<file path="src/hdl/lvds_tx_pkg.sv">
package lvds_tx_pkg;
	localparam int          ADDR_W     = 4;
	localparam int          CHANS      = 5;
	localparam int          CHAN_BITS  = 7;
	localparam int          CTRL_W     = 7;
	localparam int          SPREAD_W   = 6;
	localparam logic [3:0]  OFF_CTRL   = 4'h0;
	localparam logic [3:0]  OFF_SPREAD = 4'h4;
	localparam logic [3:0]  OFF_STATUS = 4'h8;
	// Control register fields
	localparam int          CTRL_SWAP  = 0;
	localparam int          CTRL_W8    = 1;
	localparam int          CTRL_SWING = 2;
	localparam int          CTRL_ENA   = 3;
	localparam int          CTRL_ENB   = 4;
	localparam int          CTRL_DUAL  = 5;
	localparam int          CTRL_JEIDA = 6;
	// Spread register fields
	localparam int          SP_EN      = 0;
	localparam int          SP_RATE    = 1;
	localparam int          SP_DLO     = 3;
	localparam int          SP_DHI     = 5;
	localparam logic [CTRL_W-1:0]   CTRL_RESET   = 7'h00;
	localparam logic [SPREAD_W-1:0] SPREAD_RESET = 6'h00;
	localparam logic [1:0]  RESP_OKAY   = 2'h0;
	localparam logic [1:0]  RESP_SLVERR = 2'h2;
	localparam logic [CHANS-1:0] CHAN_ALL = 5'h1f;
	localparam logic [CHANS-1:0] CHAN_W8  = 5'h0f;
	// Modulation rate codes and divide ratios
	localparam logic [1:0]  RATE_NONE  = 2'h0;
	localparam logic [1:0]  RATE_512   = 2'h1;
	localparam logic [1:0]  RATE_640   = 2'h2;
	localparam logic [1:0]  RATE_1024  = 2'h3;
	localparam logic [10:0] N_512      = 11'h200;
	localparam logic [10:0] N_640      = 11'h280;
	localparam logic [10:0] N_1024     = 11'h400;
	// Depth codes, depth in ppm of the reference
	localparam logic [1:0]  DLO_0625   = 2'h0;
	localparam logic [1:0]  DLO_125    = 2'h1;
	localparam logic signed [15:0] DEPTH_0625_PPM = 16'sd6250;
	localparam logic signed [15:0] DEPTH_125_PPM  = 16'sd12500;
	// Reciprocal of a quarter period, scaled by 2**RECIP_SHIFT, rounded down
	localparam int          RECIP_SHIFT = 20;
	localparam logic signed [15:0] RECIP_512  = 16'sd8192;
	localparam logic signed [15:0] RECIP_640  = 16'sd6553;
	localparam logic signed [15:0] RECIP_1024 = 16'sd4096;

	typedef logic [9:0] color_t;
	typedef struct packed {
		color_t r;
		color_t g;
		color_t b;
	} pixel_t;
	typedef struct packed {
		logic   de;
		logic   hs;
		logic   vs;
		pixel_t odd;
		pixel_t even;
	} video_in_t;
	typedef struct packed {
		logic                             drive;
		logic                             park;
		logic                             swing_350;
		logic                             clk_en;
		logic [CHANS-1:0]                 chan_en;
		logic [CHANS-1:0][CHAN_BITS-1:0]  data;
	} link_out_t;
	typedef struct packed {
		logic       enable;
		logic [1:0] rate;
		logic       depth_hi;
		logic [1:0] depth_lo;
	} ss_cfg_t;
	typedef enum logic [1:0] {
		SEL_CTRL, SEL_SPREAD, SEL_STATUS, SEL_NONE
	} sel_t;
endpackage

</file>
<file path="src/hdl/spread_mod.sv">
`timescale 1ns/10ps
module spread_mod
	import lvds_tx_pkg::*;
(
	// Clock and reset
	input  wire logic                aclk,
	input  wire logic                aresetn,
	// Configuration
	input  wire lvds_tx_pkg::ss_cfg_t cfg,
	// Modulation
	output logic signed [15:0]       offset_ppm,
	output logic                     active,
	output logic                     cfg_error
);
	logic [10:0]        phase;
	logic [10:0]        next_phase;
	logic [10:0]        period;
	logic [10:0]        quarter;
	logic signed [15:0] recip;
	logic signed [15:0] amp;
	logic signed [11:0] tri_pos;
	logic signed [41:0] prod;
	logic               legal;
	logic               run;
	logic signed [15:0] next_offset;

	always_comb
	begin
		period = N_512;
		recip  = RECIP_512;
		unique case (cfg.rate)
			RATE_512:
			begin
				period = N_512;
				recip  = RECIP_512;
			end
			RATE_640:
			begin
				period = N_640;
				recip  = RECIP_640;
			end
			RATE_1024:
			begin
				period = N_1024;
				recip  = RECIP_1024;
			end
			RATE_NONE:
			begin
				period = N_512;
				recip  = RECIP_512;
			end
		endcase
		quarter = period >> 2;
		amp = (cfg.depth_lo == DLO_125) ? DEPTH_125_PPM : DEPTH_0625_PPM;
		legal = (cfg.rate != RATE_NONE) && !cfg.depth_hi
			&& (cfg.depth_lo == DLO_0625 || cfg.depth_lo == DLO_125);
		run = cfg.enable && legal;
		// Reference is the receive clock; it must itself be unmodulated
		next_phase = (!run || phase >= period - 11'h001) ? 11'h000 : phase + 11'h001;
		// Centre spreading: triangle from -depth through +depth and back
		if (phase < (quarter << 1))
			tri_pos = 12'(phase) - 12'(quarter);
		else
			tri_pos = 12'(quarter) * 12'sd3 - 12'(phase);
		prod = 42'(tri_pos) * 42'(amp) * 42'(recip);
		next_offset = run ? 16'(prod >>> RECIP_SHIFT) : 16'sh0000;
	end

	always_ff @(posedge aclk)
	begin
		if (!aresetn)
		begin
			phase      <= 11'h000;
			offset_ppm <= 16'sh0000;
			active     <= 1'b0;
			cfg_error  <= 1'b0;
		end
		else
		begin
			phase      <= next_phase;
			offset_ppm <= next_offset;
			active     <= run;
			cfg_error  <= cfg.enable && !legal;
		end
	end

	property p_ss_idle;
		@(posedge aclk) disable iff (!aresetn)
		!cfg.enable |=> (offset_ppm == 16'sh0000) && !active;
	endproperty
	a_ss_idle: assert property (p_ss_idle) else $error("spread active while disabled");

	property p_rate_na;
		@(posedge aclk) disable iff (!aresetn)
		(cfg.enable && cfg.rate == RATE_NONE) |=> !active && cfg_error;
	endproperty
	a_rate_na: assert property (p_rate_na) else $error("rate code zero not refused");

	property p_period;
		@(posedge aclk) disable iff (!aresetn)
		(run && $past(run) && phase == period - 11'h001) |=> phase == 11'h000;
	endproperty
	a_period: assert property (p_period) else $error("modulation period wrong");

	property p_depth;
		@(posedge aclk) disable iff (!aresetn)
		active |-> (offset_ppm <= $past(amp)) && (offset_ppm >= -$past(amp));
	endproperty
	a_depth: assert property (p_depth) else $error("spread beyond selected depth");

	c_ss_peak: cover property (@(posedge aclk) disable iff (!aresetn)
		active && offset_ppm == DEPTH_125_PPM);
endmodule

</file>
<file path="src/hdl/lvds_tx_ctrl.sv">
`timescale 1ns/10ps
// What this block does
// - Single link: stream goes to link A, or link B when swap is set.
// - Dual link: odd pixels on first link, even on second; swap exchanges them.
// - Transmit swap is its own bit, independent of receive swap.
// - 8-bit width turns off channel 4 on every link.
// - One width bit serves both links, separate from receive width.
// - One swing bit picks 250mV or 350mV amplitude.
// - Link enable cleared: clock and data pairs off, parked at common mode.
// - Both link enables reset to zero.
// - Centre-spread generator modulates only while enabled.
// - Rate is reference over 512, 640 or 1024; code zero not allowed.
// - Depth 0.625 or 1.25 percent; other code pairs not allowed.
// - One resolution mode for receive and transmit: single or dual link.
// - One bit-assignment format for both links and both sides.
module lvds_tx_ctrl
	import lvds_tx_pkg::*;
(
	// Clock and reset
	input  wire logic                     aclk,
	input  wire logic                     aresetn,
	// Register bus, write
	input  wire logic [ADDR_W-1:0]        awaddr,
	input  wire logic                     awvalid,
	output logic                          awready,
	input  wire logic [31:0]              wdata,
	input  wire logic [3:0]               wstrb,
	input  wire logic                     wvalid,
	output logic                          wready,
	output logic [1:0]                    bresp,
	output logic                          bvalid,
	input  wire logic                     bready,
	// Register bus, read
	input  wire logic [ADDR_W-1:0]        araddr,
	input  wire logic                     arvalid,
	output logic                          arready,
	output logic [31:0]                   rdata,
	output logic [1:0]                    rresp,
	output logic                          rvalid,
	input  wire logic                     rready,
	// Pixel stream in
	input  wire lvds_tx_pkg::video_in_t   vin,
	// Transmit links
	output lvds_tx_pkg::link_out_t        link_a,
	output lvds_tx_pkg::link_out_t        link_b,
	// Shared with receive side
	output logic                          mode_dual_link,
	output logic                          format_jeida,
	// Spread modulation
	output logic signed [15:0]            ss_offset_ppm,
	output logic                          ss_active
);
	import lvds_tx_pkg::*;

	typedef enum logic [1:0] {
		W_IDLE = 2'b00,
		W_ADDR = 2'b01,
		W_RESP = 2'b11,
		W_DATA = 2'b10
	} wstate_t;

	wstate_t                wstate;
	wstate_t                next_wstate;
	logic [ADDR_W-1:0]      awq;
	logic [ADDR_W-1:0]      next_awq;
	logic [31:0]            wdq;
	logic [31:0]            next_wdq;
	logic                   wsq;
	logic                   next_wsq;
	logic [1:0]             next_bresp;
	logic [CTRL_W-1:0]      ctrl;
	logic [CTRL_W-1:0]      next_ctrl;
	logic [SPREAD_W-1:0]    spread;
	logic [SPREAD_W-1:0]    next_spread;
	logic                   aw_hs;
	logic                   w_hs;
	logic                   go;
	logic [ADDR_W-1:0]      wa;
	logic [31:0]            wd;
	logic                   ws;
	logic                   next_rvalid;
	logic [31:0]            next_rdata;
	logic [1:0]             next_rresp;
	logic [31:0]            status;
	logic                   ss_error;
	ss_cfg_t                ss_cfg;
	logic [CHANS-1:0][CHAN_BITS-1:0] pk_odd;
	logic [CHANS-1:0][CHAN_BITS-1:0] pk_even;
	link_out_t              next_link_a;
	link_out_t              next_link_b;

	function automatic sel_t reg_sel(input logic [ADDR_W-1:0] a);
		unique case (a)
			OFF_CTRL:   return SEL_CTRL;
			OFF_SPREAD: return SEL_SPREAD;
			OFF_STATUS: return SEL_STATUS;
			default:    return SEL_NONE;
		endcase
	endfunction

	// Returns {core6, ext2, ext2b}; VESA carries low bits first, JEIDA high
	function automatic logic [9:0] split(input color_t c, input logic w8, input logic jeida);
		logic [7:0] c8;
		c8 = c[9:2];
		if (w8)
			split = jeida ? {c8[7:2], c8[1:0], 2'h0} : {c8[5:0], c8[7:6], 2'h0};
		else
			split = jeida ? {c[9:4], c[3:2], c[1:0]} : {c[5:0], c[7:6], c[9:8]};
	endfunction

	function automatic logic [CHANS-1:0][CHAN_BITS-1:0] pack_link(input pixel_t p,
		input logic de, input logic hs, input logic vs, input logic w8, input logic jeida);
		logic [9:0] r;
		logic [9:0] g;
		logic [9:0] b;
		r = split(p.r, w8, jeida);
		g = split(p.g, w8, jeida);
		b = split(p.b, w8, jeida);
		pack_link[0] = {g[4], r[9:4]};
		pack_link[1] = {b[5:4], g[9:5]};
		pack_link[2] = {de, vs, hs, b[9:6]};
		pack_link[3] = {1'b0, b[3:2], g[3:2], r[3:2]};
		pack_link[4] = {1'b0, b[1:0], g[1:0], r[1:0]};
	endfunction

	function automatic link_out_t drive_link(input logic en, input logic w8,
		input logic swing, input logic [CHANS-1:0][CHAN_BITS-1:0] d);
		drive_link = '0;
		drive_link.park = !en;
		if (en)
		begin
			drive_link.drive     = 1'b1;
			drive_link.clk_en    = 1'b1;
			drive_link.swing_350 = swing;
			drive_link.chan_en   = w8 ? CHAN_W8 : CHAN_ALL;
			drive_link.data      = d;
		end
	endfunction

	// Register bus, write side; address and data may come in either order
	always_comb
	begin
		next_wstate = wstate;
		next_awq    = awq;
		next_wdq    = wdq;
		next_wsq    = wsq;
		next_bresp  = bresp;
		next_ctrl   = ctrl;
		next_spread = spread;
		go          = 1'b0;
		awready     = (wstate == W_IDLE) || (wstate == W_DATA);
		wready      = (wstate == W_IDLE) || (wstate == W_ADDR);
		bvalid      = (wstate == W_RESP);
		aw_hs       = awvalid && awready;
		w_hs        = wvalid && wready;
		wa          = aw_hs ? awaddr : awq;
		wd          = w_hs ? wdata : wdq;
		ws          = w_hs ? wstrb[0] : wsq;
		if (aw_hs)
			next_awq = awaddr;
		if (w_hs)
		begin
			next_wdq = wdata;
			next_wsq = wstrb[0];
		end
		unique case (wstate)
			W_IDLE:
			begin
				if (aw_hs && w_hs)
					go = 1'b1;
				else if (aw_hs)
					next_wstate = W_ADDR;
				else if (w_hs)
					next_wstate = W_DATA;
			end
			W_ADDR: go = w_hs;
			W_DATA: go = aw_hs;
			W_RESP:
			begin
				if (bready)
					next_wstate = W_IDLE;
			end
		endcase
		if (go)
		begin
			next_wstate = W_RESP;
			next_bresp  = RESP_OKAY;
			// All fields sit in byte lane 0
			unique case (reg_sel(wa))
				SEL_CTRL:
				begin
					if (ws)
						next_ctrl = wd[CTRL_W-1:0];
				end
				SEL_SPREAD:
				begin
					if (ws)
						next_spread = wd[SPREAD_W-1:0];
				end
				SEL_STATUS: next_bresp = RESP_OKAY;
				SEL_NONE:   next_bresp = RESP_SLVERR;
			endcase
		end
	end

	always_ff @(posedge aclk)
	begin
		if (!aresetn)
		begin
			wstate <= W_IDLE;
			awq    <= '0;
			wdq    <= 32'h0000_0000;
			wsq    <= 1'b0;
			bresp  <= RESP_OKAY;
			ctrl   <= CTRL_RESET;
			spread <= SPREAD_RESET;
		end
		else
		begin
			wstate <= next_wstate;
			awq    <= next_awq;
			wdq    <= next_wdq;
			wsq    <= next_wsq;
			bresp  <= next_bresp;
			ctrl   <= next_ctrl;
			spread <= next_spread;
		end
	end

	// Register bus, read side; one read at a time, answered next cycle
	always_comb
	begin
		status      = {28'h000_0000, link_b.drive, link_a.drive, ss_error, ss_active};
		arready     = !rvalid;
		next_rvalid = rvalid;
		next_rdata  = rdata;
		next_rresp  = rresp;
		if (rvalid && rready)
			next_rvalid = 1'b0;
		if (arvalid && arready)
		begin
			next_rvalid = 1'b1;
			next_rresp  = RESP_OKAY;
			unique case (reg_sel(araddr))
				SEL_CTRL:   next_rdata = {25'h000_0000, ctrl};
				SEL_SPREAD: next_rdata = {26'h000_0000, spread};
				SEL_STATUS: next_rdata = status;
				SEL_NONE:
				begin
					next_rdata = 32'h0000_0000;
					next_rresp = RESP_SLVERR;
				end
			endcase
		end
	end

	always_ff @(posedge aclk)
	begin
		if (!aresetn)
		begin
			rvalid <= 1'b0;
			rdata  <= 32'h0000_0000;
			rresp  <= RESP_OKAY;
		end
		else
		begin
			rvalid <= next_rvalid;
			rdata  <= next_rdata;
			rresp  <= next_rresp;
		end
	end

	// Link routing; one register stage from stream to pins
	always_comb
	begin
		pk_odd  = pack_link(vin.odd, vin.de, vin.hs, vin.vs, ctrl[CTRL_W8], ctrl[CTRL_JEIDA]);
		pk_even = pack_link(vin.even, vin.de, vin.hs, vin.vs, ctrl[CTRL_W8], ctrl[CTRL_JEIDA]);
		if (ctrl[CTRL_DUAL])
		begin
			next_link_a = drive_link(ctrl[CTRL_ENA], ctrl[CTRL_W8], ctrl[CTRL_SWING],
				ctrl[CTRL_SWAP] ? pk_even : pk_odd);
			next_link_b = drive_link(ctrl[CTRL_ENB], ctrl[CTRL_W8], ctrl[CTRL_SWING],
				ctrl[CTRL_SWAP] ? pk_odd : pk_even);
		end
		else
		begin
			// Idle link carries zeros but still follows its own enable
			next_link_a = drive_link(ctrl[CTRL_ENA], ctrl[CTRL_W8], ctrl[CTRL_SWING],
				ctrl[CTRL_SWAP] ? '0 : pk_odd);
			next_link_b = drive_link(ctrl[CTRL_ENB], ctrl[CTRL_W8], ctrl[CTRL_SWING],
				ctrl[CTRL_SWAP] ? pk_odd : '0);
		end
	end

	always_ff @(posedge aclk)
	begin
		if (!aresetn)
		begin
			link_a         <= drive_link(1'b0, 1'b0, 1'b0, '0);
			link_b         <= drive_link(1'b0, 1'b0, 1'b0, '0);
			mode_dual_link <= 1'b0;
			format_jeida   <= 1'b0;
		end
		else
		begin
			link_a         <= next_link_a;
			link_b         <= next_link_b;
			mode_dual_link <= ctrl[CTRL_DUAL];
			format_jeida   <= ctrl[CTRL_JEIDA];
		end
	end

	assign ss_cfg = '{enable: spread[SP_EN], rate: spread[SP_RATE +: 2],
		depth_hi: spread[SP_DHI], depth_lo: spread[SP_DLO +: 2]};

	spread_mod u_spread (
		.aclk       (aclk),
		.aresetn    (aresetn),
		.cfg        (ss_cfg),
		.offset_ppm (ss_offset_ppm),
		.active     (ss_active),
		.cfg_error  (ss_error)
	);

	property p_single_a;
		@(posedge aclk) disable iff (!aresetn)
		(!ctrl[CTRL_DUAL] && !ctrl[CTRL_SWAP] && ctrl[CTRL_ENA]) |=> link_a.data == $past(pk_odd);
	endproperty
	a_single_a: assert property (p_single_a) else $error("single link A wrong data");

	property p_single_b;
		@(posedge aclk) disable iff (!aresetn)
		(!ctrl[CTRL_DUAL] && ctrl[CTRL_SWAP] && ctrl[CTRL_ENB])
			|=> link_b.data == $past(pk_odd) && link_a.data == '0;
	endproperty
	a_single_b: assert property (p_single_b) else $error("single link B wrong data");

	property p_dual;
		@(posedge aclk) disable iff (!aresetn)
		(ctrl[CTRL_DUAL] && ctrl[CTRL_ENA] && ctrl[CTRL_ENB]) |=>
			link_a.data == ($past(ctrl[CTRL_SWAP]) ? $past(pk_even) : $past(pk_odd))
			&& link_b.data == ($past(ctrl[CTRL_SWAP]) ? $past(pk_odd) : $past(pk_even));
	endproperty
	a_dual: assert property (p_dual) else $error("dual link pixel order wrong");

	property p_width;
		@(posedge aclk) disable iff (!aresetn)
		(ctrl[CTRL_ENA] && ctrl[CTRL_ENB])
			|=> link_a.chan_en[4] == !$past(ctrl[CTRL_W8]) && link_b.chan_en == link_a.chan_en;
	endproperty
	a_width: assert property (p_width) else $error("channel 4 not per width");

	property p_swing;
		@(posedge aclk) disable iff (!aresetn)
		ctrl[CTRL_ENA] |=> link_a.swing_350 == $past(ctrl[CTRL_SWING]);
	endproperty
	a_swing: assert property (p_swing) else $error("swing select not applied");

	property p_park;
		@(posedge aclk) disable iff (!aresetn)
		!ctrl[CTRL_ENB] |=> link_b.park && !link_b.drive && !link_b.clk_en
			&& link_b.chan_en == '0 && link_b.data == '0;
	endproperty
	a_park: assert property (p_park) else $error("disabled link not parked");

	property p_reset_off;
		@(posedge aclk) !aresetn |=> !link_a.drive && !link_b.drive && link_a.park;
	endproperty
	a_reset_off: assert property (p_reset_off) else $error("links driven after reset");

	property p_shared;
		@(posedge aclk) disable iff (!aresetn)
		1'b1 |=> mode_dual_link == $past(ctrl[CTRL_DUAL]) && format_jeida == $past(ctrl[CTRL_JEIDA]);
	endproperty
	a_shared: assert property (p_shared) else $error("shared mode not forwarded");

	c_dual_swap: cover property (@(posedge aclk) disable iff (!aresetn)
		ctrl[CTRL_DUAL] && ctrl[CTRL_SWAP] && link_a.drive && link_b.drive);
	c_single_b: cover property (@(posedge aclk) disable iff (!aresetn)
		!ctrl[CTRL_DUAL] && ctrl[CTRL_SWAP] && link_b.drive);
	c_w8: cover property (@(posedge aclk) disable iff (!aresetn)
		link_a.drive && link_a.chan_en == CHAN_W8);
endmodule

</file>
<file path="config.mk">
export PLATFORM = sky130hd
export DESIGN_NAME = lvds_tx_ctrl
export DESIGN_NICKNAME = d
export VERILOG_FILES = /design/src/hdl/lvds_tx_pkg.sv /design/src/hdl/spread_mod.sv /design/src/hdl/lvds_tx_ctrl.sv
export SDC_FILE = /design/constraint.sdc
export NUM_CORES = 1
export LEC_CHECK = 0
export ABC_CLOCK_PERIOD_IN_PS = 19500
export BUFFER_PORTS_ARGS = -buffer_cell sky130_fd_sc_hd__buf_4
export CAP_MARGIN = 25
export CORE_MARGIN = 5
export CORE_UTILIZATION = 55
export CTS_CLUSTER_DIAMETER = 40
export DETAILED_ROUTE_END_ITERATION = 6
export GPL_TIMING_DRIVEN = 0
export MAX_ROUTING_LAYER = met4
export PLACE_DENSITY_LB_ADDON = 0.05
export SLEW_MARGIN = 20
export SYNTH_ARGS = -nofsm -noshare
export SYNTH_HDL_FRONTEND = slang
export SYNTH_SLANG_ARGS = --single-unit
</file>
<file path="constraint.sdc">
create_clock -name aclk -period 19.5 [get_ports aclk]
set_input_delay 0.975 -clock aclk [delete_from_list [all_inputs] [get_ports aclk]]
set_output_delay 0.975 -clock aclk [all_outputs]
set_load 0.005 [all_outputs]
</file>
==> impl_metrics.tcl <==
set metrics [dict create \
    hold_end "rresp[1]" \
    slew_headroom 0.323 \
    crit_cells 47 \
    final_common_cell "inv_1" \
    synth.distinct_cells 71 \
    avgViaCountPerCell 5.39 \
    whs_path_depth 2 \
    cp_max_fo 10 \
    reg2reg_to "u_spread.offset_ppm[15]" \
    crit_required_ns 19.84 \
    hp-class "flop to flop" \
    die-area_mm2 0.0354 \
    hold_buffers 0 \
    first_global_vias 14400 \
    cpMostUsedCell "fa_1" \
    drtIter0Drc 903 \
    cts_tree "done" \
    period_needed_ns 13.94 \
    critPathTopFamily "adder cells" \
    cp_slowest_stage_delay_ns 0.85 \
    clock_latency_ns 0.43 \
    r2r_setup_slack_ns 5.56 \
    tns_ns 0 \
    grt_overflow 0 \
    finalCritPeriodShare 0.715 \
    io_pins 262 \
    die-height_um 188 \
    gp_congestion 0.959 \
    drv_slew 0 \
    ir_drop_mv 0.0577 \
    rsz0062_at_grt "no" \
    cts.clk_slew.worst_paths_ns 0.07 \
    grt_max_degree 17 \
    maxCapViolations 0 \
    pre_cts_slack_ns 5.65 \
    ant_nets 0 \
    htree_levels 4 \
    area_growth_pct 15.7 \
    regArea_mm2 0.00284 \
    cp-start-kind "flop" \
    ys.flop_type "dfxtp_1" \
    drive_gt1_frac 0.138 \
    netlist_area_mm2 0.0174 \
    fillers 2841 \
    rr_worst_depth 47 \
    antenna_found_initial 3 \
    postCtsSetupBuffers 0 \
    post_dp_cell_area_mm2 0.0196 \
    die_w_um 188 \
    clockBufferDepth 2 \
    setup_viol 0 \
    clock_skew_ns 0.0128 \
    worst_slew_pin_slew_ns 1.01 \
    coreArea_mm2 0.0314 \
    wl_per_cell_um 18.0 \
    whs_ns 0.481 \
    status "finished, final reports clean" \
    finalNetCount 2808 \
    synth-edff-count 0 \
    place.detailed.hpwl_um 40900 \
    layout_common_cells "inv_1 (388), ha_1 (257), buf_4 (242)" \
    start_util 0.555 \
    worst-setup-path-type "flop to flop" \
    vias 14300 \
    cts_num_sinks 142 \
    wl_um 47900 \
    rr_startpoint "spread[1]" \
    avgSynthCellArea_um2 8.75 \
    cts_root_buf "clkbuf_16" \
    grt_pass1_wl_um 76400 \
    yosysWarnings 0 \
    synthCells 1992 \
    cp_slowest_cell "nor3b_1" \
    finalWorstSetupSlack_ns 5.56 \
    fmax_mhz 71.8 \
    synthArstFlopShare 0 \
    arrival_ns 14.27 \
    hold_start "rresp[1]" \
    hold_violations 0 \
    multi_input_area_mm2 0.0127 \
    dr.pass1.iters 5 \
    stdcell_area_mm2 0.0202 \
    num_rows 65 \
    dp_cells 2629 \
    remaining_drc_errors 0 \
    critPathCaptureType "flop" \
    cts_buffers 17 \
    track_usage 0.278 \
    io_buffers 201 \
    power.leakage_nw 10.3 \
    ys_seq_elements 142 \
    cts_resized 0 \
    cp_num_buf_inv 11 \
    layout.cells.non_filler 2664 \
    ys_seq_area_frac 0.163 \
    power.density_mw_per_mm2 37.6 \
]
==> state kept, by name, indices dropped and copies added (netlist names), 2 cells and up <==
register,count
u_spread.offset_ppm,16
rdata,7
link_b,37
awq,4
wdq,7
ctrl,7
link_a,37
spread,6
u_spread.phase,11
wstate,2
==> area by class of cell <==
type | count | area share
Tap cell | 402 | 0.0249
Timing Repair Buffer | 201 | 0.0748
Multi-Input combinational cell | 1377 | 0.628
Clock inverter | 14 | 0.00757
Inverter | 389 | 0.0724
Antenna cell | 3 | 0.000372
Sequential cell | 142 | 0.141
Buffer | 118 | 0.0300
Clock buffer | 18 | 0.0213
==> worst reg2reg max path: cells and delay by family (launching register included) <==
kind	cells	cell delay (ns)
AO/OA/AOI/OAI	13	2.81
flip-flops	1	0.58
AND/OR/NAND/NOR	5	1.63
adder cells (fa/ha/maj)	15	6.69
XOR/XNOR	2	0.54
buffers and inverters	11	1.40
multiplexers	1	0.19
==> power by group <==
part | internal (mW) | switching (mW) | total, mW | leakage, nW
clock network | 0.181 | 0.144 | 0.325 | 0.281
logic | 0.0619 | 0.0779 | 0.140 | 8.84
registers | 0.293 | 0.00149 | 0.295 | 1.15
==> kinds of logic after synthesis <==
group                      synth area share
AOI/OAI and AO/OA                     0.103
xor gates and xnor gates             0.0254
adders and majority gates             0.404
buffers and inverters                 0.118
DFF                                   0.163
muxes                                0.0585
other                              0.000431
and+or+nand+nor                       0.127
==> through the flow <==
step | total power, mW | utilization
2_1_floorplan | 0.395 | -
3_3_place_gp | 0.438 | 0.624
3_5_place_dp | 0.439 | 0.624
4_1_cts | 0.766 | 0.642
5_1_grt | 0.797 | 0.642
6_report | 0.759 | 0.642
==> per-layer routing <==
metal / GRT usage / share of wire / up-vias
li1: - / - / 6860
met2: 0.444 / 0.48 / 477
met3: 0.0437 / 0.057 / 88
met5: - / 0 / -
met1: 0.362 / 0.44 / 6922
met4: 0.0951 / 0.031 / 0
==> worst max-delay path by stage <==
stage                     startpoint                       to  slack [ns]
after floorplan            spread[1]  u_spread.offset_ppm[15]        7.51
after global placement     spread[1]  u_spread.offset_ppm[15]        5.37
after detailed placement   spread[1]  u_spread.offset_ppm[15]        5.65
after CTS                  spread[1]  u_spread.offset_ppm[15]        5.60
after global routing       spread[1]  u_spread.offset_ppm[15]        4.74
final                      spread[1]  u_spread.offset_ppm[15]        5.56
==> Yosys cell counts, types with 2 or more instances <==
library cell    n  area, µm²
nand3_1        15       75.1
ha_1          257       3220
inv_1         388       1460
nor2_1        185        694
or2_2           7       43.8
and2_1         30        188
a21boi_0        5       37.5
nor3b_1         6       45.0
nand2_1        90        338
mux2i_1        85        851
nor3_1         32        160
xor2_1         17        149
buf_2           6       30.0
o21a_1          7       52.6
conb_1          2       7.51
nand3b_1        2       15.0
nor2b_1        59        369
nor4_1          2       12.5
clkbuf_1       58        218
buf_4          41        308
o21ai_1         3       15.0
nor3_2          2       20.0
dfxtp_1       142       2840
a22oi_1        54        405
a21oi_1        51        255
nand2b_1        9       56.3
or3_1           3       18.8
buf_1          13       48.8
o31ai_1         2       15.0
o21ai_0        81        405
o22ai_1         2       12.5
and3_1         11       68.8
fa_1          191       3820
nand4_1         5       31.3
mux2_2         15        169
a211oi_1       13       97.6
o211ai_1       10       75.1
a21o_1         11       82.6
and4_1          4       35.0
o311ai_2        2       32.5
xnor2_1        31        272
a31oi_1         7       43.8
o21bai_1        5       37.5
a311oi_1        4       35.0
Note: power is estimated with default switching activity, not from simulation.
